<file path="config.mk">
export PLATFORM = sky130hd
export DESIGN_NAME = vectored_interrupt_controller
export DESIGN_NICKNAME = d
export VERILOG_FILES = /design/src/vic_pkg.sv /design/src/vectored_interrupt_controller.sv
export SDC_FILE = /design/constraint.sdc
export NUM_CORES = 1
export LEC_CHECK = 0
export ABC_AREA = 0
export BUFFER_PORTS_ARGS = -buffer_cell sky130_fd_sc_hd__clkbuf_2
export CORE_AREA = 2 2 350 352
export CTS_CLUSTER_DIAMETER = 30
export DETAILED_ROUTE_END_ITERATION = 10
export DIE_AREA = 0 0 352 354
export PLACE_DENSITY = 0.38
export SLEW_MARGIN = 40
export SYNTH_ARGS = -nofsm -noshare
export SYNTH_HDL_FRONTEND = slang
export SYNTH_SLANG_ARGS = --single-unit
</file>
<file path="constraint.sdc">
create_clock -name i_clk_sys -period 180.3 [get_ports i_clk_sys]
set_clock_uncertainty 0.05 [all_clocks]
set_input_delay 45.075 -clock i_clk_sys [delete_from_list [all_inputs] [get_ports i_clk_sys]]
set_output_delay 45.075 -clock i_clk_sys [all_outputs]
set_load 0.05 [all_outputs]
</file>
<file path="src/vic_pkg.sv">
// constants, field layouts and state carrier of the vectored interrupt controller
// assumes one core clock domain and the core reset shared with the cpu
`default_nettype none
package vic_pkg;
  localparam int          NUM_TRAPS      = 4;              // processor trap sources
  localparam int          FIRST_IRQ_VEC  = 8;              // vector of the first interrupt
  localparam int          LAST_IRQ_VEC   = 125;            // last vector slot in the table
  localparam int          NUM_IRQ        = LAST_IRQ_VEC - FIRST_IRQ_VEC + 1;
  localparam int          TRAP_FIRST_VEC = 1;              // trap slots sit below the irqs
  localparam int          VEC_W          = 7;              // vector number width
  localparam int          ADDR_W         = 24;             // program address width
  localparam int          LVL_W          = 4;              // level incl. trap level
  localparam int          PRIO_W         = 3;              // user priority field
  localparam int          STACK_DEPTH    = 8;              // nested handler depth
  localparam int          SP_W           = 4;              // stack pointer width
  localparam int          DIS_CNT_W      = 14;             // timed disable counter width
  localparam logic [ADDR_W-1:0] TABLE_BASE   = 24'h000004; // start of primary table
  localparam logic [ADDR_W-1:0] ALT_OFFSET   = 24'h000100; // alternate table distance
  localparam logic [LVL_W-1:0]  LVL_MAX_USER = 4'h7;       // highest user level
  localparam logic [LVL_W-1:0]  LVL_TRAP     = 4'h8;       // traps above every irq
  localparam logic [LVL_W-1:0]  LVL_DIS_TOP  = 4'h6;       // timed disable covers 6 and below
  localparam logic [LVL_W-1:0]  LVL_OFF      = 4'h0;       // level 0 disables a source
  localparam logic [PRIO_W-1:0] CPL_RESET    = 3'h0;       // core level after reset
  localparam logic [SP_W-1:0]   SP_FULL      = 4'h8;       // stack holds STACK_DEPTH
  // reserved vector slots that are never requested
  localparam logic [VEC_W-1:0]  RSV_VEC_A    = 7'h17;      // vector 23
  localparam logic [VEC_W-1:0]  RSV_VEC_B    = 7'h1A;      // vector 26
  localparam logic [VEC_W-1:0]  RSV_VEC_C    = 7'h35;      // vector 53
  localparam logic [VEC_W-1:0]  RSV_VEC_D    = 7'h4B;      // vector 75
  localparam logic [VEC_W-1:0]  RSV_FROM     = 7'h50;      // vectors 80 and up
  // named vectors of the fixed peripherals
  localparam logic [VEC_W-1:0]  VEC_EXTERNAL_IRQ_0     = 7'h08;
  localparam logic [VEC_W-1:0]  VEC_DMA_CHANNEL_0_IRQ  = 7'h0C;
  localparam logic [VEC_W-1:0]  VEC_SPI1_ERROR_IRQ     = 7'h11;
  localparam logic [VEC_W-1:0]  VEC_SPI1_DONE_IRQ      = 7'h12;
  localparam logic [VEC_W-1:0]  VEC_SERIAL1_RX_IRQ     = 7'h13;
  localparam logic [VEC_W-1:0]  VEC_SERIAL1_TX_IRQ     = 7'h14;
  localparam logic [VEC_W-1:0]  VEC_CONVERTER_1_IRQ    = 7'h15;
  localparam logic [VEC_W-1:0]  VEC_DMA_CHANNEL_1_IRQ  = 7'h16;
  localparam logic [VEC_W-1:0]  VEC_TWOWIRE1_DONE_IRQ  = 7'h18;
  localparam logic [VEC_W-1:0]  VEC_TWOWIRE1_COLL_IRQ  = 7'h19;
  localparam logic [VEC_W-1:0]  VEC_PIN_CHANGE_IRQ     = 7'h1B;
  localparam logic [VEC_W-1:0]  VEC_EXTERNAL_IRQ_1     = 7'h1C;
  localparam logic [VEC_W-1:0]  VEC_CONVERTER_2_IRQ    = 7'h1D;
  localparam logic [VEC_W-1:0]  VEC_DMA_CHANNEL_2_IRQ  = 7'h20;
  localparam logic [VEC_W-1:0]  VEC_EXTERNAL_IRQ_2     = 7'h25;
  localparam logic [VEC_W-1:0]  VEC_SERIAL2_RX_IRQ     = 7'h26;
  localparam logic [VEC_W-1:0]  VEC_SERIAL2_TX_IRQ     = 7'h27;

  // request presented to the core
  typedef struct packed {
    logic              valid;   // request pending toward core
    logic              trap;    // winner is a trap
    logic [VEC_W-1:0]  vector;  // winning vector number
    logic [ADDR_W-1:0] addr;    // table entry address to fetch
    logic [LVL_W-1:0]  level;   // level of the winner
  } core_req_t;

  // whole controller state
  typedef struct packed {
    logic [NUM_IRQ-1:0]                  flags;      // per-source status flags
    core_req_t                           req;        // registered request
    logic [PRIO_W-1:0]                   cpl;        // core priority level
    logic [STACK_DEPTH-1:0][PRIO_W-1:0]  stack;      // saved levels of nested handlers
    logic [SP_W-1:0]                     sp;         // stack fill
    logic [DIS_CNT_W-1:0]                dis_cnt;    // remaining disabled cycles
    logic                                dis_active; // timed disable running
  } vic_state_t;
endpackage
`default_nettype wire

</file>
<file path="src/vectored_interrupt_controller.sv">
// vectored interrupt controller: flags, enables, priorities, arbitration, vector address
// assumes peripherals give one-cycle or level requests, and the core acks the shown request
// assumes software clears a served flag; the core's take leaves it set
//
// Behaviour
// - arbitrate four traps and all interrupt sources
// - primary vector table starts at program address 0x000004, alternate at 0x000104
// - each source: own vector, enable, priority
// - each source keeps its own status flag
// - enable and priority applied centrally before core
// - timed disable blocks levels six and below
// - external irq 0 uses vector eight
// - dma channels 0..2 use vectors 12,22,32
// - serial1 rx/tx use vectors 19,20
// - serial2 rx/tx use vectors 38,39
// - twowire1 done/collision use vectors 24,25
// - pin change uses vector 27
// - converters use vectors 21 and 29
// - external irq 1,2 use vectors 28,37
// - levels 0..7, 7 highest, 0 off
// - equal level: lower vector wins
// - nesting disabled forces level 7, cpl read-only
`default_nettype none
module vectored_interrupt_controller
  import vic_pkg::*;
(
  input  wire logic                              i_clk_sys,       // core clock
  input  wire logic                              i_rst_n,         // async reset, active low
  input  wire logic [NUM_TRAPS-1:0]              i_trap_req,      // trap levels
  input  wire logic [NUM_IRQ-1:0]                i_irq_req,       // source requests, vec 8 up
  input  wire logic [NUM_IRQ-1:0]                i_flag_clr,      // software flag clears
  input  wire logic [NUM_IRQ-1:0]                i_irq_en,        // software enables
  input  wire logic [NUM_IRQ-1:0][PRIO_W-1:0]    i_irq_prio,      // software priorities
  input  wire logic                              i_alt_table_sel, // use alternate table
  input  wire logic                              i_nesting_disable_bit, // no nesting
  input  wire logic                              i_cpl_wr,        // write core level
  input  wire logic [PRIO_W-1:0]                 i_cpl_wdata,     // new core level
  input  wire logic                              i_core_ack,      // core takes request
  input  wire logic                              i_return_from_handler, // handler exit
  input  wire logic                              i_timed_irq_disable,   // start timed disable
  input  wire logic [DIS_CNT_W-1:0]              i_disable_count, // cycles to disable
  input  wire logic                              i_instr_cycle,   // one instruction done
  output logic [NUM_IRQ-1:0]                     o_irq_flag,      // status flags
  output logic                                   o_req_valid,     // request to core
  output logic                                   o_req_trap,      // request is a trap
  output logic [VEC_W-1:0]                       o_req_vector,    // winning vector
  output logic [ADDR_W-1:0]                      o_req_addr,      // entry to fetch
  output logic [LVL_W-1:0]                       o_req_level,     // winner level
  output logic [PRIO_W-1:0]                      o_core_priority_level, // current level
  output logic                                   o_disable_active // timed disable running
);

  // one packed struct carries every flip-flop of the block
  vic_state_t state_reg;  // all state
  vic_state_t state_next; // its next value

  // reserved slots must never reach the core, even if a peripheral pin toggles
  // folds to constants per slot, so it costs no gates at run time
  function automatic logic is_reserved(input logic [VEC_W-1:0] vec);
    is_reserved = (vec == RSV_VEC_A) || (vec == RSV_VEC_B) || (vec == RSV_VEC_C) ||
                  (vec == RSV_VEC_D) || (vec >= RSV_FROM);
  endfunction

  // table entry address of a vector, primary or alternate
  // entries are two words apart, hence the shift by one
  function automatic logic [ADDR_W-1:0] vec_addr(input logic [VEC_W-1:0] vec,
                                                 input logic             alt);
    logic [ADDR_W-1:0] a;
    a = TABLE_BASE + {{(ADDR_W-VEC_W-1){1'b0}}, vec, 1'b0};
    vec_addr = alt ? (a + ALT_OFFSET) : a;
  endfunction

  // source index to vector number; fixed mapping keeps each peripheral on its slot
  // bit i of the request bus is vector i plus the first irq slot
  function automatic logic [VEC_W-1:0] idx_vec(input int idx);
    idx_vec = VEC_W'(idx + FIRST_IRQ_VEC);
  endfunction

  // reserved mask built once, from constants only
  // masked slots fold to zero flags and are trimmed away
  logic [NUM_IRQ-1:0] live_mask; // sources that exist
  genvar g;
  generate
    for (g = 0; g < NUM_IRQ; g++)
    begin : gen_mask
      assign live_mask[g] = !is_reserved(idx_vec(g));
    end
  endgenerate

  // arbitration and next state
  // one pass: flags, winner search, core level, timed disable
  always_comb
  begin
    logic [LVL_W-1:0]  best_lvl;
    logic [VEC_W-1:0]  best_vec;
    logic              best_hit;
    logic              best_trap;
    logic [LVL_W-1:0]  lvl;
    logic [LVL_W-1:0]  cpl_lvl;
    logic              blocked;
    best_lvl  = LVL_OFF;
    best_vec  = '0;
    best_hit  = 1'b0;
    best_trap = 1'b0;
    lvl       = LVL_OFF;
    blocked   = 1'b0;
    // defaults keep every path assigned, so no latch is inferred
    state_next = state_reg;
    cpl_lvl   = {1'b0, state_reg.cpl};

    // sticky flags: a new request beats a same-cycle clear
    state_next.flags = ((state_reg.flags & ~i_flag_clr) | i_irq_req) & live_mask;

    // scan high vector to low with >=, so lower vector wins ties
    // a disabled, blocked or off source simply never competes
    for (int i = NUM_IRQ - 1; i >= 0; i--)
    begin
      lvl     = {1'b0, i_irq_prio[i]};
      blocked = state_reg.dis_active && (lvl <= LVL_DIS_TOP);
      if (state_reg.flags[i] && i_irq_en[i] && live_mask[i] && (lvl != LVL_OFF) &&
          !blocked && (lvl >= best_lvl))
      begin
        best_lvl = lvl;
        best_vec = idx_vec(i);
        best_hit = 1'b1;
      end
    end
    // traps sit above every user level; lowest trap slot wins
    // trap inputs are levels and are not latched here
    for (int t = NUM_TRAPS - 1; t >= 0; t--)
    begin
      if (i_trap_req[t])
      begin
        best_lvl  = LVL_TRAP;
        best_vec  = VEC_W'(t + TRAP_FIRST_VEC);
        best_hit  = 1'b1;
        best_trap = 1'b1;
      end
    end

    // present only what outranks the core; drop it in the ack cycle so it is not taken twice
    // the request register costs a cycle but keeps the core's inputs glitch free
    state_next.req.valid  = best_hit && (best_lvl > cpl_lvl) && !i_core_ack;
    state_next.req.trap   = best_trap;
    state_next.req.vector = best_vec;
    state_next.req.addr   = vec_addr(best_vec, i_alt_table_sel);
    state_next.req.level  = best_lvl;

    // handler entry, exit and software level writes
    // entry beats return, and both beat a software write in one cycle
    if (i_core_ack && state_reg.req.valid)
    begin
      // push the interrupted level before raising it
      if (state_reg.sp != SP_FULL) // saturate instead of overwriting saved levels
      begin
        state_next.stack[state_reg.sp[SP_W-2:0]] = state_reg.cpl;
        state_next.sp = state_reg.sp + 1'b1;
      end
      // trap entry, or any entry with nesting off, masks every user level
      if (i_nesting_disable_bit || state_reg.req.trap)
        state_next.cpl = LVL_MAX_USER[PRIO_W-1:0];
      else
        state_next.cpl = state_reg.req.level[PRIO_W-1:0];
    end
    else if (i_return_from_handler && (state_reg.sp != '0))
    begin
      // restore the level saved at entry; an empty stack ignores the return
      state_next.cpl = state_reg.stack[state_reg.sp[SP_W-2:0] - 1'b1];
      state_next.sp  = state_reg.sp - 1'b1;
    end
    else if (i_cpl_wr && !i_nesting_disable_bit)
    begin
      state_next.cpl = i_cpl_wdata;
    end

    // timed disable: a new start reloads, otherwise count instruction cycles
    // a start with a zero count ends any running disable at once
    if (i_timed_irq_disable)
    begin
      state_next.dis_cnt    = i_disable_count;
      state_next.dis_active = (i_disable_count != '0);
    end
    else if (state_reg.dis_active && i_instr_cycle)
    begin
      state_next.dis_cnt    = state_reg.dis_cnt - 1'b1;
      state_next.dis_active = (state_reg.dis_cnt != DIS_CNT_W'(1));
    end
  end

  // state register
  // reset clears flags, request, stack and disable; level starts at its reset value
  always_ff @(posedge i_clk_sys or negedge i_rst_n)
  begin
    if (!i_rst_n)
    begin
      state_reg       <= '0;
      state_reg.cpl   <= CPL_RESET;
    end
    else
    begin
      state_reg <= state_next;
    end
  end

  // outputs straight from the state register
  // no logic behind the register, so outputs settle right after the edge
  assign o_irq_flag            = state_reg.flags;
  assign o_req_valid           = state_reg.req.valid;
  assign o_req_trap            = state_reg.req.trap;
  assign o_req_vector          = state_reg.req.vector;
  assign o_req_addr            = state_reg.req.addr;
  assign o_req_level           = state_reg.req.level;
  assign o_core_priority_level = state_reg.cpl;
  assign o_disable_active      = state_reg.dis_active;

endmodule
`default_nettype wire

</file>
# Yosys cells after proc, flatten, opt, wreduce, memory -nomap -nowiden
# Cells that the tools add are included.
[word_totals]
ff_bits = 151
in_bits = 738
[classes]
reduce_logical = 493
mux = 235
order_cmp = 140
bitwise = 3
eq_ne = 3
add_sub_neg = 6
[op_table]
columns = ["cell", "n"]
rows = [
  ["7-bit 2-to-1 mux", 72],
  ["1-bit logical AND", 347],
  ["4-bit 2-to-1 mux", 71],
  ["3-bit by 4-bit >= comparator with 1-bit output", 63],
  ["3-bit nonzero test", 69],
  ["3-bit less-or-equal comparator (second input constant)", 68],
  ["1-bit 2-to-1 mux", 76],
  ["72-bit bitwise AND", 1],
  ["72-bit NOT", 1],
  ["72-bit bitwise OR", 1],
  ["1-bit logical NOT", 70],
  ["15-bit 2-to-1 mux", 2],
  ["3-bit 2-to-1 mux", 10],
  ["24-bit bitwise mux", 1],
  ["14-bit by 1-bit inequality test with 1-bit output (second input constant)", 1],
  ["14-bit nonzero test", 1],
  ["14-bit by 1-bit subtractor with 14-bit output (second input constant)", 1],
  ["3-bit >= comparator", 4],
  ["9-bit by 9-bit adder with 10-bit output (second input constant)", 1],
  ["10-bit 2-to-1 mux", 1],
  ["3-bit by 8-bit adder with 9-bit output (first input constant)", 1],
  ["3-bit binary-select mux with 3-bit select", 1],
  ["3-bit demux with 3-bit select", 1],
  ["3-bit by 4-bit < comparator with 1-bit output (second input constant)", 2],
  ["11 further kinds", 14],
]

# Logic depth before layout (Yosys ltp)
[logic_depth]
word_depth = 214
mapped_depth = 502
mapped_depth_nobuf = 490

# Worst setup path before layout
# No wires, ideal clock.
[synth_path]
kind = "input to register"
start = "input i_irq_prio[215] (netlist bit)"
end = "register state_reg, in the netlist o_req_addr[6]"
stages = 465
path_slack_ps = 46506
setup_ps = 125
arrival_ps = 133619
path_cell_list = "nand3_1 a21oi_1 inv_1 ha_1 nand2_1 o21a_1 nor2_2 mux2_2 ha_1 nand2b_1 a31oi_1 o21ai_0 and3_1 nor2_1 ha_1 nand2b_1 nor2_1 a211oi_1 [... 429 more ...] nor2b_1 o2111ai_1 o21bai_1 o2bb2ai_2 ha_1 nand2b_1 a21oi_1 nor2b_1 o2111ai_1 nand2_1 inv_1 a211oi_1 a211o_1 inv_1 ha_1 inv_1 a2111oi_4 mux2_2"
[synth_rtl]
columns = ["element", "line", "rtl"]
rows = [
  ["from (decl)", "vectored_interrupt_controller.sv:33", "input wire logic [NUM_IRQ-1:0][PRIO_W-1:0] i_irq_prio,"],
  ["to (signal assigned)", "vectored_interrupt_controller.sv:201", "state_reg <= state_next;"],
  ["to (decl)", "vectored_interrupt_controller.sv:54", "vic_state_t state_reg;"],
]

==> metrics <==
status=complete, no violations; die width=352 um; Fin. Hold Viols=0; CP Class=in2reg; vias in the first global route=19900; startpoint types=primary input; layout cells sized above 1=0.235; Core ar.=121000 um2; Final period util=0.838; YS warnings=0; most frequent cell after synthesis=nand2_1; total CTS buffers=17; Slew @ Worst Pin=0.805 ns; Port Buf Inserts=531; setup TNS=0 ns; Critical Path Sink Type=register; Worst EP arrival=151.49 ns; asr flop ratio synth=1.00; FF-to-FF setup slack=73.20 ns; overflow left after global routing=0; ranking of synthesized cells by area=dfrtp_1 17%, ha_1 9.2%, buf_4 6.0%, nand2_1 4.9%, inv_1 4.6%; drt first pass iters=5; Crit. Startpoint=i_irq_prio[215]; Antenna Violating Nets Remaining=0; Final setup viols=0; htree depth=4; vias=20700; Initial DRC Count=1119; CTS tree=built; crit path to=o_req_addr[6]; R2R Path End=o_req_addr[6]; Post-CTS Resized=0; Area Overhead vs Synth=22.5%; top-area cell type share of the netlist area=0.173; clk slew on worst S/H paths=0.07 ns; largest net degree at the start of global routing=73; most frequent cells after synthesis=257 x nand2_1, 239 x inv_1, 197 x nor2_1; flops & latches, synth=135; first-pass GRT wire length=129 mm; Yosys cell types=130; Leak=11.5 nW; register area share after synthesis=0.173; fill cell count=13800; worst r2r path cells=464; DP HPWL=75.2 mm; setup bufs post-CTS=0; Clock Sinks=135; final net count=3926; area leader, netlist=dfrtp_1; Root Buffer=clkbuf_16; clock latency on the worst-skew pair=0.53 ns; fin util=0.198; Std-Cell Rows=128; Worst Hold Class=reg2reg; final wirelength=87.3 mm; Die H=354 um; slowest stage cell, crit path=o31ai_1; CP dominant cell by count=ha_1; Max Buffers Root-to-Sink=2; count of final max-slew check failures=0; slew margin rel.=0.463; routability cong.=0.832; Total GRT Usage=0.137; Routed WL per cell=18.6 um; Remaining DRCs=0; Pwr per Cell Area=9.49 nW/um2; Max Cap Viol=0; unrepaired setup endpoints after global routing=no; # IOs=897; hold buffer count at CTS=0; Max Fanout on Critical Path=11; peak supply drop=0.00835 mV; Via density=4.41; Power Total=227 uW; Cells after DPL=4648; Tmin final=151.15 ns; achievable clock frequency=6.62 MHz; number of synthesized flops with an enable pin=0; number of flip-flops in the largest register=68; Synth Cell Area=19500 um2; cell count after synthesis=2605; Max stage delay on crit path=0.71 ns; Starting Density=0.161; initial antenna violation count=21; syn avg cell area=7.49 um2; CP required=180.64 ns; Hold WS=0.433 ns; post-route insts no fill=4686; Post-synth top flop=dfrtp_1; r2r startpoint=o_disable_active; DIE AREA=125000 um2
==> worst min path at each step <==
stage / start / end / depth (start not counted)
final: state_reg[20] / state_reg[20] / 2
after floorplan: state_reg[23] / state_reg[23] / 2
after detailed placement: state_reg[20] / state_reg[20] / 2
after global placement: state_reg[20] / state_reg[20] / 2
after global routing: state_reg[37] / state_reg[37] / 1
after CTS: state_reg[20] / state_reg[20] / 2
==> power breakdown <==
group	internal (mW)	switching [mW]	total, mW
combinational	0.0585	0.0875	0.146
sequential	0.0355	0.00552	0.0410
clock	0.0207	0.0190	0.0398
total	0.115	0.112	0.227
==> metal layers <==
metal / track usage / vias up / routed length, um
met5: 0 / - / 92
met4: 0.0318 / 14 / 1250
met3: 0.0259 / 70 / 4240
met2: 0.218 / 575 / 39100
met1: 0.189 / 9728 / 42600
li1: - / 10300 / -
==> worst max-delay path: cells and delay by family <==
family | cells | cell delay, ns
multiplexers | 11 | 4.02
adder cells (fa/ha/maj) | 73 | 20.36
AND/OR/NAND/NOR | 145 | 25.91
buffers and inverters | 20 | 2.38
AO/OA/AOI/OAI | 217 | 53.61
==> cell usage in the layout, fill, tap and decap left out, types with 24 or more instances in the layout <==
master / instances
mux2_2: 32
a21boi_0: 46
a31oi_1: 35
ha_1: 144
nor3_1: 35
a21oi_1: 128
dfrtp_1: 134
o211ai_1: 56
nand2_1: 257
a211oi_1: 29
and3_1: 58
o21a_1: 51
conb_1: 66
o31ai_1: 24
clkbuf_2: 530
nand2b_1: 76
nand3_1: 94
and2_1: 38
o21ai_0: 154
nor2_1: 197
a21o_1: 96
inv_1: 239
o22ai_1: 40
==> kinds of logic (layout without fill, tap and decap cells) <==
| logic type | count (synthesis) | in the layout | synth area share |
|---|---|---|---|
| mux | 52 | 52 | 0.0331 |
| xor+xnor | 20 | 20 | 0.00898 |
| buf+inv | 427 | 813 | 0.113 |
| fa+ha+maj | 152 | 152 | 0.0969 |
| other cells | 1 | 71 | 0.000192 |
| flops | 135 | 135 | 0.173 |
| compound gates | 920 | 920 | 0.345 |
| simple gates | 898 | 898 | 0.230 |
==> through the flow <==
step	setup slack [ns]	instance area (um2)
after floorplan	46.51	19800
after global placement	27.38	23200
after detailed placement	28.86	23300
after CTS	29.13	23900
after global routing	19.94	23900
final	29.15	23900
==> final cells by class <==
cell class	count	area (um2)	area share
inverters	239	897	0.0375
well taps	1625	2030	0.0850
diodes	5	12.5	0.000523
multi-input cells	2108	14200	0.595
flip-flops and latches	135	3380	0.141
repair buffers	542	2780	0.116
clock inverters	14	161	0.00675
clock buffers	18	429	0.0179
(Power assumes the default switching activity.)
